===== src/logic/icc_pkg.sv =====
package icc_pkg;
    // ------------------------------------------------------------
    // register map (byte addresses)
    // ------------------------------------------------------------
    localparam logic [7:0] TUNING_OFFSET   = 8'h00;  // internal_osc_tuning
    localparam logic [7:0] CONTROL_OFFSET  = 8'h04;  // osc_control
    localparam logic [7:0] PORT_OFFSET     = 8'h08;  // port_a_register, bits 7:6
    localparam logic [7:0] DIR_OFFSET      = 8'h0c;  // port a direction, 1 = input
    // ------------------------------------------------------------
    // tuning register fields
    // ------------------------------------------------------------
    localparam int LFSRC_BIT      = 7;               // low_freq_source_select
    localparam int PLL_ENABLE_BIT_BIT      = 6;               // pll_enable_bit
    localparam int TUNE_MSB       = 4;               // tune_value 4:0
    localparam logic [4:0] TUNE_RESET = 5'h00;       // calibrated centre
    // ------------------------------------------------------------
    // control register fields
    // ------------------------------------------------------------
    localparam int IFS_LSB        = 4;               // int_freq_select 6:4
    localparam int SCS_MSB        = 1;               // source select 1:0
    localparam logic [2:0] IFS_RESET  = 3'h4;        // 1 mhz
    localparam logic [2:0] IFS_8MHZ   = 3'h7;
    localparam logic [2:0] IFS_4MHZ   = 3'h6;
    localparam logic [2:0] IFS_31KHZ  = 3'h0;
    localparam logic [1:0] SCS_INTERNAL = 2'h2;      // scs 1x picks internal block
    // ------------------------------------------------------------
    // oscillator mode encodings
    // ------------------------------------------------------------
    localparam logic [3:0] MODE_CRYSTAL_PLL  = 4'h6;
    localparam logic [3:0] MODE_INT_CLKOUT   = 4'h9;
    localparam logic [3:0] MODE_INT_DUAL_IO  = 4'h8;
    localparam logic [3:0] MODE_RES_CAP      = 4'h3;
    localparam logic [3:0] MODE_RES_CAP_IO   = 4'h4;
    // ------------------------------------------------------------
    // clock path switching, counted in device clock ticks
    // ------------------------------------------------------------
    localparam logic [2:0] OLD_CLK_TICKS  = 3'h2;    // drain old path
    localparam logic [2:0] NEW_CLK_TICKS  = 3'h4;    // settle new path
    localparam int PLL_FACTOR     = 4;
    localparam int CLKOUT_DIV     = 4;
    localparam int LF_DIVIDE      = 256;
    typedef enum logic [1:0] {ICC_RUN, ICC_GATE_OFF, ICC_SWITCH} icc_sw_state_t;
endpackage


===== src/logic/icc_clock_ctrl.sv =====
// Implementation choices: the address-and-strobe port and the register addresses.
`timescale 1ns/1ns
`default_nettype none
module icc_clock_ctrl (
    input  wire logic       sys_clk_in,          // 10 mhz system clock
    input  wire logic       rst_in,              // synchronous, active high
    input  wire logic [7:0] addr_in,             // register byte address
    input  wire logic [7:0] wdata_in,            // write data
    input  wire logic       wr_in,               // write strobe
    input  wire logic       rd_in,               // read strobe
    output logic      [7:0] rdata_out,           // read data, cycle after rd_in
    input  wire logic [3:0] osc_mode_config_in,  // configuration mode field
    input  wire logic       pwrup_timer_en_in,   // power-up timer enabled
    input  wire logic       fail_safe_en_in,     // fail-safe monitor enabled
    input  wire logic       watchdog_en_in,      // watchdog enabled
    input  wire logic       two_speed_en_in,     // two-speed start-up enabled
    input  wire logic       dev_clk_tick_in,     // one pulse per device clock
    output logic            fast_src_en_out,     // fast internal source running
    output logic            slow_src_en_out,     // slow internal source running
    output logic      [4:0] fast_trim_out,       // trim to fast source
    output logic      [2:0] post_sel_out,        // postscaler / direct selection
    output logic            lf_from_fast_out,    // 31k leg from fast/256
    output logic            pll_sel_out,         // pll in the clock path
    output logic            crystal_pll_out,     // pll fed from crystal
    output logic            clk_gate_out,        // device clock gate, 1 = pass
    input  wire logic       osc_out_pin_in,      // out pin level
    output logic            osc_out_pin_out,     // out pin drive value
    output logic            osc_out_pin_oe_n_out,// low = driving
    input  wire logic       osc_in_pin_in,       // in pin level
    output logic            osc_in_pin_out,      // in pin drive value
    output logic            osc_in_pin_oe_n_out  // low = driving
);
    // ------------------------------------------------------------
    // register state
    // ------------------------------------------------------------
    logic       lfsrc_reg;                       // low_freq_source_select
    logic       pll_enable_bit_reg;                       // pll_enable_bit
    logic [4:0] tune_reg;                        // tune_value
    logic [2:0] ifs_reg;                         // int_freq_select
    logic [1:0] scs_reg;                         // clock source select
    logic [7:6] port_reg;                        // port latch bits 7:6
    logic [7:6] dir_reg;                         // direction, 1 = input
    logic [7:0] rdata_reg;                       // read data holder
    logic [7:0] rdata_next;                      // read mux
    // mode decode
    logic       int_mode;                        // internal block is primary
    logic       pll_capable;                     // internal pll may run
    logic       pll_want;                        // pll requested in path
    logic       clkout_on;                       // out pin carries clock/4
    logic       ra6_io;                          // out pin is port bit six
    logic       ra7_io;                          // in pin is port bit seven
    // clock-out divider and switch machine
    logic       div_reg;                         // device tick halver
    logic       clkout_reg;                      // divided clock
    icc_pkg::icc_sw_state_t sw_state_reg;        // switching state
    logic [2:0] sw_cnt_reg;                      // ticks spent in state
    logic       pll_sel_reg;                     // pll mux select
    logic       gate_reg;                        // device clock gate
    logic       fast_en_reg;
    logic       slow_en_reg;
    logic       lf_fast_reg;
    logic       xpll_reg;
    logic       out_pin_reg;
    logic       out_oe_n_reg;
    logic       in_pin_reg;
    logic       in_oe_n_reg;

    // decoded register hit, used on both read and write paths
    function automatic logic hit(input logic [7:0] a, input logic [7:0] off);
        hit = (a == off);
    endfunction

    // ------------------------------------------------------------
    // mode decode
    // ------------------------------------------------------------
    always_comb begin
        int_mode    = (osc_mode_config_in == icc_pkg::MODE_INT_CLKOUT) ||
                      (osc_mode_config_in == icc_pkg::MODE_INT_DUAL_IO);
        pll_capable = int_mode;
        // crystal pll ignores the software bit entirely
        if (osc_mode_config_in == icc_pkg::MODE_CRYSTAL_PLL) begin
            pll_want = 1'b1;
        end else begin
            pll_want = int_mode && pll_enable_bit_reg &&
                       ((ifs_reg == icc_pkg::IFS_8MHZ) || (ifs_reg == icc_pkg::IFS_4MHZ));
        end
        clkout_on = (osc_mode_config_in == icc_pkg::MODE_RES_CAP) ||
                    (osc_mode_config_in == icc_pkg::MODE_INT_CLKOUT);
        ra6_io    = (osc_mode_config_in == icc_pkg::MODE_RES_CAP_IO) ||
                    (osc_mode_config_in == icc_pkg::MODE_INT_DUAL_IO);
        ra7_io    = int_mode;
    end

    // ------------------------------------------------------------
    // tuning register
    // ------------------------------------------------------------
    // the trim goes out at once; the oscillator drifts to it by itself
    // and nothing reports completion, so no settle flag is kept
    always_ff @(posedge sys_clk_in) begin
        if (rst_in) begin
            lfsrc_reg <= 1'b0;
            tune_reg  <= icc_pkg::TUNE_RESET;
        end else if (wr_in && hit(addr_in, icc_pkg::TUNING_OFFSET)) begin
            lfsrc_reg <= wdata_in[icc_pkg::LFSRC_BIT];
            tune_reg  <= wdata_in[icc_pkg::TUNE_MSB:0];
        end
    end

    // pll enable is cleared whenever the mode cannot use it
    always_ff @(posedge sys_clk_in) begin
        if (rst_in) begin
            pll_enable_bit_reg <= 1'b0;
        end else if (!pll_capable) begin
            pll_enable_bit_reg <= 1'b0;
        end else if (wr_in && hit(addr_in, icc_pkg::TUNING_OFFSET)) begin
            pll_enable_bit_reg <= wdata_in[icc_pkg::PLL_ENABLE_BIT_BIT];
        end
    end

    // ------------------------------------------------------------
    // control register
    // ------------------------------------------------------------
    always_ff @(posedge sys_clk_in) begin
        if (rst_in) begin
            ifs_reg <= icc_pkg::IFS_RESET;
            scs_reg <= 2'h0;
        end else if (wr_in && hit(addr_in, icc_pkg::CONTROL_OFFSET)) begin
            ifs_reg <= wdata_in[icc_pkg::IFS_LSB +: 3];
            scs_reg <= wdata_in[icc_pkg::SCS_MSB:0];
        end
    end

    // ------------------------------------------------------------
    // port a latch and direction for the two oscillator pins
    // ------------------------------------------------------------
    always_ff @(posedge sys_clk_in) begin
        if (rst_in) begin
            port_reg <= 2'h0;
            dir_reg  <= 2'h3;                    // inputs after reset, pins float safe
        end else if (wr_in && hit(addr_in, icc_pkg::PORT_OFFSET)) begin
            port_reg <= wdata_in[7:6];
        end else if (wr_in && hit(addr_in, icc_pkg::DIR_OFFSET)) begin
            dir_reg  <= wdata_in[7:6];
        end
    end

    // ------------------------------------------------------------
    // read path
    // ------------------------------------------------------------
    always_comb begin
        rdata_next = 8'h00;
        if (hit(addr_in, icc_pkg::TUNING_OFFSET)) begin
            // bit five has no storage and stays zero
            rdata_next = {lfsrc_reg, pll_enable_bit_reg & pll_capable, 1'b0, tune_reg};
        end else if (hit(addr_in, icc_pkg::CONTROL_OFFSET)) begin
            rdata_next = {1'b0, ifs_reg, 1'b0, int_mode, scs_reg};
        end else if (hit(addr_in, icc_pkg::PORT_OFFSET)) begin
            // a pin that belongs to the oscillator reads zero
            rdata_next = {ra7_io & osc_in_pin_in, ra6_io & osc_out_pin_in, 6'h00};
        end else if (hit(addr_in, icc_pkg::DIR_OFFSET)) begin
            rdata_next = {dir_reg, 6'h00};
        end
    end

    // data stand for one cycle only, zero otherwise
    always_ff @(posedge sys_clk_in) begin
        if (rst_in) begin
            rdata_reg <= 8'h00;
        end else if (rd_in) begin
            rdata_reg <= rdata_next;
        end else begin
            rdata_reg <= 8'h00;
        end
    end

    // ------------------------------------------------------------
    // source enables and path selects
    // ------------------------------------------------------------
    always_ff @(posedge sys_clk_in) begin
        if (rst_in) begin
            fast_en_reg <= 1'b1;
            slow_en_reg <= 1'b1;
            lf_fast_reg <= 1'b0;
            xpll_reg    <= 1'b0;
        end else begin
            // any code from 125 khz up, or the 31k leg taken from fast/256
            fast_en_reg <= (ifs_reg != icc_pkg::IFS_31KHZ) || lfsrc_reg;
            slow_en_reg <= ((ifs_reg == icc_pkg::IFS_31KHZ) && !lfsrc_reg &&
                            (int_mode || scs_reg[1])) ||
                           pwrup_timer_en_in || fail_safe_en_in ||
                           watchdog_en_in || two_speed_en_in;
            lf_fast_reg <= lfsrc_reg;
            xpll_reg    <= (osc_mode_config_in == icc_pkg::MODE_CRYSTAL_PLL);
        end
    end

    // ------------------------------------------------------------
    // clock out divider, device clock divided by four
    // ------------------------------------------------------------
    always_ff @(posedge sys_clk_in) begin
        if (rst_in) begin
            div_reg    <= 1'b0;
            clkout_reg <= 1'b0;
        end else if (dev_clk_tick_in) begin
            div_reg <= ~div_reg;
            if (div_reg) begin
                clkout_reg <= ~clkout_reg;
            end
        end
    end

    // ------------------------------------------------------------
    // glitch-free pll switch
    // ------------------------------------------------------------
    // the gate closes for two old-clock ticks, the mux moves while
    // closed, then four ticks pass before it opens; costs a short
    // pause in the device clock but no runt pulse can escape
    always_ff @(posedge sys_clk_in) begin
        if (rst_in) begin
            sw_state_reg <= icc_pkg::ICC_RUN;
            sw_cnt_reg   <= 3'h0;
            pll_sel_reg  <= 1'b0;
            gate_reg     <= 1'b1;
        end else begin
            unique case (sw_state_reg)
                icc_pkg::ICC_RUN: begin
                    // a new request starts the drain
                    if (pll_want != pll_sel_reg) begin
                        sw_state_reg <= icc_pkg::ICC_GATE_OFF;
                        gate_reg     <= 1'b0;
                        sw_cnt_reg   <= 3'h0;
                    end
                end
                icc_pkg::ICC_GATE_OFF: begin
                    if (sw_cnt_reg == icc_pkg::OLD_CLK_TICKS) begin
                        pll_sel_reg  <= pll_want;
                        sw_state_reg <= icc_pkg::ICC_SWITCH;
                        sw_cnt_reg   <= 3'h0;
                    end else if (dev_clk_tick_in) begin
                        sw_cnt_reg <= sw_cnt_reg + 3'h1;
                    end
                end
                icc_pkg::ICC_SWITCH: begin
                    if (sw_cnt_reg == icc_pkg::NEW_CLK_TICKS) begin
                        gate_reg     <= 1'b1;
                        sw_state_reg <= icc_pkg::ICC_RUN;
                        sw_cnt_reg   <= 3'h0;
                    end else if (dev_clk_tick_in) begin
                        sw_cnt_reg <= sw_cnt_reg + 3'h1;
                    end
                end
            endcase
        end
    end

    // ------------------------------------------------------------
    // oscillator pin drive
    // ------------------------------------------------------------
    always_ff @(posedge sys_clk_in) begin
        if (rst_in) begin
            out_pin_reg  <= 1'b0;
            out_oe_n_reg <= 1'b1;
            in_pin_reg   <= 1'b0;
            in_oe_n_reg  <= 1'b1;
        end else begin
            if (clkout_on) begin
                out_pin_reg  <= clkout_reg;
                out_oe_n_reg <= 1'b0;
            end else if (ra6_io) begin
                out_pin_reg  <= port_reg[6];
                out_oe_n_reg <= dir_reg[6];
            end else begin
                // pin belongs to the oscillator circuit
                out_pin_reg  <= 1'b0;
                out_oe_n_reg <= 1'b1;
            end
            if (ra7_io) begin
                in_pin_reg  <= port_reg[7];
                in_oe_n_reg <= dir_reg[7];
            end else begin
                in_pin_reg  <= 1'b0;
                in_oe_n_reg <= 1'b1;
            end
        end
    end

    // ------------------------------------------------------------
    // outputs
    // ------------------------------------------------------------
    assign rdata_out            = rdata_reg;
    assign fast_src_en_out      = fast_en_reg;
    assign slow_src_en_out      = slow_en_reg;
    assign fast_trim_out        = tune_reg;
    assign post_sel_out         = ifs_reg;
    assign lf_from_fast_out     = lf_fast_reg;
    assign pll_sel_out          = pll_sel_reg;
    assign crystal_pll_out      = xpll_reg;
    assign clk_gate_out         = gate_reg;
    assign osc_out_pin_out      = out_pin_reg;
    assign osc_out_pin_oe_n_out = out_oe_n_reg;
    assign osc_in_pin_out       = in_pin_reg;
    assign osc_in_pin_oe_n_out  = in_oe_n_reg;
endmodule
`default_nettype wire


===== config.mk =====
export PLATFORM = sky130hd
export DESIGN_NAME = icc_clock_ctrl
export DESIGN_NICKNAME = d
export VERILOG_FILES = /design/src/logic/icc_pkg.sv /design/src/logic/icc_clock_ctrl.sv
export SDC_FILE = /design/constraint.sdc
export NUM_CORES = 1
export LEC_CHECK = 0
export ABC_CLOCK_PERIOD_IN_PS = 2000
export BUFFER_PORTS_ARGS = -buffer_cell sky130_fd_sc_hd__clkbuf_2
export CAP_MARGIN = 5
export CORE_MARGIN = 2
export CORE_UTILIZATION = 51
export DETAILED_ROUTE_END_ITERATION = 10
export GPL_ROUTABILITY_DRIVEN = 0
export GPL_TIMING_DRIVEN = 0
export PLACE_DENSITY_LB_ADDON = 0.25
export RECOVER_POWER = 50
export SETUP_SLACK_MARGIN = 0.02
export SYNTH_ARGS = -nofsm -noshare
export SYNTH_HDL_FRONTEND = slang
export SYNTH_SLANG_ARGS = --single-unit

===== constraint.sdc =====
create_clock -name sys_clk_in -period 2 [get_ports sys_clk_in]
set_input_delay 0.2 -clock sys_clk_in [delete_from_list [all_inputs] [get_ports sys_clk_in]]
set_output_delay 0.2 -clock sys_clk_in [all_outputs]
set_load 0.02 [all_outputs]

==> flow_summary.html <==
<table>
<tr><th>Metric</th><th>Value</th></tr>
<tr><th colspan="2">Status</th></tr>
<tr><td>Outcome</td><td>finished clean</td></tr>
<tr><th colspan="2">Detailed routing</th></tr>
<tr><td>Number of design-rule violations left by the first detailed-router iteration</td><td>78</td></tr>
<tr><td>Antenna violation net count after detailed routing</td><td>0</td></tr>
<tr><td>Number of vias per cell after detailed routing</td><td>5.55</td></tr>
<tr><td>Via count</td><td>1743</td></tr>
<tr><td>Number of search-and-repair iterations in the first detailed-routing pass</td><td>4</td></tr>
<tr><td>DRC violation count after routing</td><td>0</td></tr>
<tr><td>Routed Wire Length</td><td>4300 um</td></tr>
<tr><td>Average routed wire per standard cell</td><td>roughly 14 um</td></tr>
<tr><th colspan="2">Clock tree</th></tr>
<tr><td>H-tree lvl count</td><td>2</td></tr>
<tr><td>Number of buffers created by CTS</td><td>5</td></tr>
<tr><td>Clock tree from TritonCTS</td><td>built</td></tr>
<tr><td>Maximum clock insertion buffer count</td><td>2</td></tr>
<tr><td>Root buffer cell</td><td>clkbuf_8</td></tr>
<tr><td>Total clock sinks</td><td>41</td></tr>
<tr><td>Clk Latency, worst-skew pair</td><td>300 ps</td></tr>
<tr><td>Count of hold buffers inserted by post-cts repair</td><td>0</td></tr>
<tr><td>Clock-pin transition on the worst setup and hold timing paths</td><td>80 ps</td></tr>
<tr><th colspan="2">Setup path</th></tr>
<tr><td>Startpoint kind of the worst setup timing path</td><td>flop</td></tr>
<tr><td>Required time worst endpoint</td><td>2200 ps</td></tr>
<tr><td>Maximum fanout count along the critical path</td><td>7</td></tr>
<tr><td>Arrival time of the worst setup path</td><td>between 2000 and 2500 ps</td></tr>
<tr><td>Setup Crit Path Kind</td><td>flop to flop</td></tr>
<tr><td>Critical path capture point type</td><td>flop</td></tr>
<tr><th colspan="2">Yosys</th></tr>
<tr><td>Mean Syn Cell Area</td><td>9.58 um2</td></tr>
<tr><td>Sequential fraction of the synthesis area</td><td>41.6%</td></tr>
<tr><td>Number of enable flip-flop cells after synthesis</td><td>0</td></tr>
<tr><td>Number of register bits inferred by synthesis</td><td>41</td></tr>
<tr><td>Synth warnings</td><td>0</td></tr>
<tr><td>Share of synthesized registers carrying an async set or reset</td><td>0%</td></tr>
<tr><td>Dominant synthesized flop cell</td><td>dfxtp_1</td></tr>
<tr><td>Number of nets produced by synthesis</td><td>243</td></tr>
<tr><td>Gate count after technology mapping</td><td>between 200 and 250</td></tr>
<tr><td>Post-synthesis instance area</td><td>roughly 2000 um2</td></tr>
<tr><td>Number of library cell types mapped by synthesis</td><td>53</td></tr>
<tr><th colspan="2">Placed design</th></tr>
<tr><td>Worst setup timing slack at the placement stage</td><td>64.8 ps</td></tr>
<tr><td>Number of port buffers</td><td>52</td></tr>
<tr><td>Hpwl dp</td><td>3260 um</td></tr>
<tr><th colspan="2">Global route</th></tr>
<tr><td>Antenna violations before repair</td><td>0</td></tr>
<tr><td>Largest net degree at the start of global routing</td><td>15</td></tr>
<tr><td>Global router's overall resource usage</td><td>21.2%</td></tr>
<tr><td>Vias in the first global route</td><td>about 1.5k</td></tr>
<tr><td>Wire length of the first global-routing pass</td><td>about 7000 um</td></tr>
<tr><td>Residual overflow from global routing</td><td>0</td></tr>
<tr><th colspan="2">Hold path</th></tr>
<tr><td>Class of the most critical hold timing path</td><td>input pin to flop</td></tr>
<tr><th colspan="2">Run</th></tr>
<tr><td>Reported max-cap violation count</td><td>0</td></tr>
<tr><th colspan="2">STA</th></tr>
<tr><td>Count of endpoints failing setup in the final report</td><td>0</td></tr>
<tr><td>Max-slew violation count</td><td>0</td></tr>
<tr><td>Smallest setup slack after layout</td><td>134 ps</td></tr>
<tr><td>Setup repair after global routing missed its margin</td><td>false</td></tr>
<tr><td>Maximum clock frequency</td><td>between 500 and 600 MHz</td></tr>
<tr><td>Relative slew margins</td><td>roughly 60%</td></tr>
<tr><td>Final-layout setup total negative slack</td><td>0 ps</td></tr>
<tr><td>Transition time of the tightest slew-check pin</td><td>between 500 and 600 ps</td></tr>
<tr><td>Shortest period the worst path allows</td><td>1870 ps</td></tr>
<tr><td>Final clock skew</td><td>7.12 ps</td></tr>
<tr><td>Post-route clock period utilization</td><td>approximately 93%</td></tr>
<tr><td>Hold violation total from the final report</td><td>0</td></tr>
<tr><th colspan="2">Die</th></tr>
<tr><td>Number of primary I/O pins</td><td>57</td></tr>
<tr><td>Die outline height</td><td>about 66 um</td></tr>
<tr><td>Starting utilization of the core area</td><td>about 53%</td></tr>
<tr><td>Area enclosed by the die boundary</td><td>about 4400 um2</td></tr>
<tr><td># rows</td><td>22</td></tr>
<tr><td>Die W</td><td>66.2 um</td></tr>
<tr><td>Core area</td><td>3690 um2</td></tr>
<tr><th colspan="2">Final layout</th></tr>
<tr><td>Number of diodes</td><td>0</td></tr>
<tr><td>Fraction of layout instances using a drive strength above 1</td><td>18.8%</td></tr>
<tr><td>Number of flip-flops in the largest register</td><td>8</td></tr>
<tr><td>Growth of design area from synthesis to finish</td><td>19.5%</td></tr>
<tr><td>Number of nets in the final layout</td><td>302</td></tr>
<tr><td>Number of fill cells</td><td>354</td></tr>
<tr><td>Utilization after layout</td><td>around 64%</td></tr>
<tr><th colspan="2">Pwr</th></tr>
<tr><td>Reported leakage power</td><td>0.960 nW</td></tr>
<tr><td>Internal Power</td><td>1.24 mW</td></tr>
<tr><td>Combinational fraction of design power</td><td>19.2%</td></tr>
<tr><td>Net switching power figure</td><td>0.502 mW</td></tr>
<tr><td>Switching share of power</td><td>28.9%</td></tr>
<tr><td>Peak ir drop on the vdd network</td><td>roughly 0.00067 V</td></tr>
<tr><td>Portion of total power attributed to the clock network</td><td>about a third</td></tr>
<tr><td>Reg power frac</td><td>49.4%</td></tr>
<tr><td>PD cells</td><td>737 nW/um2</td></tr>
</table>
==> worst max-delay path: stages (launching register included) <==
cell and delay, ps:
dfxtp_1 340, inv_1 80, ha_1 260, nor2b_1 180, o211a_4 170, or3_1 390
a2111oi_2 340
==> repair_timing <==
action | in CTS | in global routing
endpoints found under the setup margin | 0 | 1
gates resized for setup | 0 | 3
setup buffers | 0 | 0
==> kinds of logic (layout without fill, tap and decap cells) <==
| family | count (synthesis) | count (layout) | synth area share [%] |
|---|---|---|---|
| xor gates and xnor gates | 4 | 4 | 1.78 |
| AOI/OAI and AO/OA | 48 | 48 | 18.3 |
| and+or+nand+nor | 73 | 73 | 22.3 |
| DFF | 41 | 41 | 41.6 |
| buffers and inverters | 18 | 78 | 4.06 |
| adders and majority gates | 6 | 6 | 3.80 |
| muxes | 16 | 16 | 8.18 |
==> cell type report <==
class	instances	area [um2]	area share (%)
buffer	10	46.3	1.96
clock buffer	5	68.8	2.92
clock inverter	3	21.3	0.902
inverter	8	30.0	1.27
multi-input combinational	147	1080	45.8
sequential	41	821	34.8
tap	48	60.1	2.55
timing repair buffer	52	231	9.81
==> layout by cell type (no fill, tap or decap), drive strengths merged, types with 3 or more instances in the layout <==
cell,synthesis,layout
nor2,26,26
ha,6,6
o211ai,3,3
nor3,5,5
o21ai,7,7
mux2i,15,15
or3,3,3
dfxtp,41,41
nand2,6,6
o211a,3,3
nor2b,6,6
o21bai,3,3
nand4,3,3
clkbuf,7,65
xor2,3,3
a21oi,8,8
nor3b,5,5
nand2b,4,4
a21boi,3,3
nor4,3,3
a211oi,4,4
inv,8,9
==> power by group through the flow <==
| stage | Sequential, mW | Combinational, mW | Clock [mW] |
|---|---|---|---|
| after floorplan | 0.886 | 0.230 | 0 |
| after global placement | 0.876 | 0.326 | 0 |
| after detailed placement | 0.877 | 0.333 | 0 |
| after CTS | 0.858 | 0.334 | 0.561 |
| after global routing | 0.861 | 0.369 | 0.599 |
| final | 0.858 | 0.334 | 0.546 |
==> per-stage QoR <==
step | hold slack (ps) | cells | power (mW) | instance area (um2)
after floorplan | 296 | 206 | 1.12 | 1970
after global placement | 392 | 306 | 1.20 | 2290
after detailed placement | 397 | 306 | 1.21 | 2290
after CTS | 80.8 | 314 | 1.75 | 2380
after global routing | 98.6 | 314 | 1.83 | 2360
final | 83.9 | 314 | 1.74 | 2360
==> worst paths after layout <==
kind                   start              end  slack (ps)  depth (start not counted)
max          sw_state_reg[0]    sw_cnt_reg[2]         130                          6
min          two_speed_en_in  slow_src_en_out          80                          3
max reg2reg  sw_state_reg[0]    sw_cnt_reg[2]         130                          6
min reg2reg      port_reg[7]      port_reg[7]         480                          2
==> cells in the mapped netlist, types with 3 or more instances <==
cell       n  share of area (%)
dfxtp_1   41                 42
nor2_1    26                4.9
mux2i_1   15                7.6
a21oi_1    8                2.0
inv_1      8                1.5
clkbuf_1   7                1.3
o21ai_0    7                1.8
ha_1       6                3.8
nand2_1    6                1.1
nor2b_1    6                1.9
nor3_1     5                1.3
nor3b_1    5                1.9
a211oi_1   4                1.5
a21boi_0   3                1.1
nand2b_1   3               0.95
nand4_1    3               0.95
o211ai_1   3                1.1
o21bai_1   3                1.1
or3_1      3               0.95
xor2_1     3                1.3
==> layer usage <==
layer	wire length, um	GRT usage, %	vias up
li1	-	-	870
met1	2040	28.7	821
met2	1980	32.6	46
met3	233	6.81	6
met4	43	5.36	0
met5	0	0	-
Power figures use the tool's default switching activity.
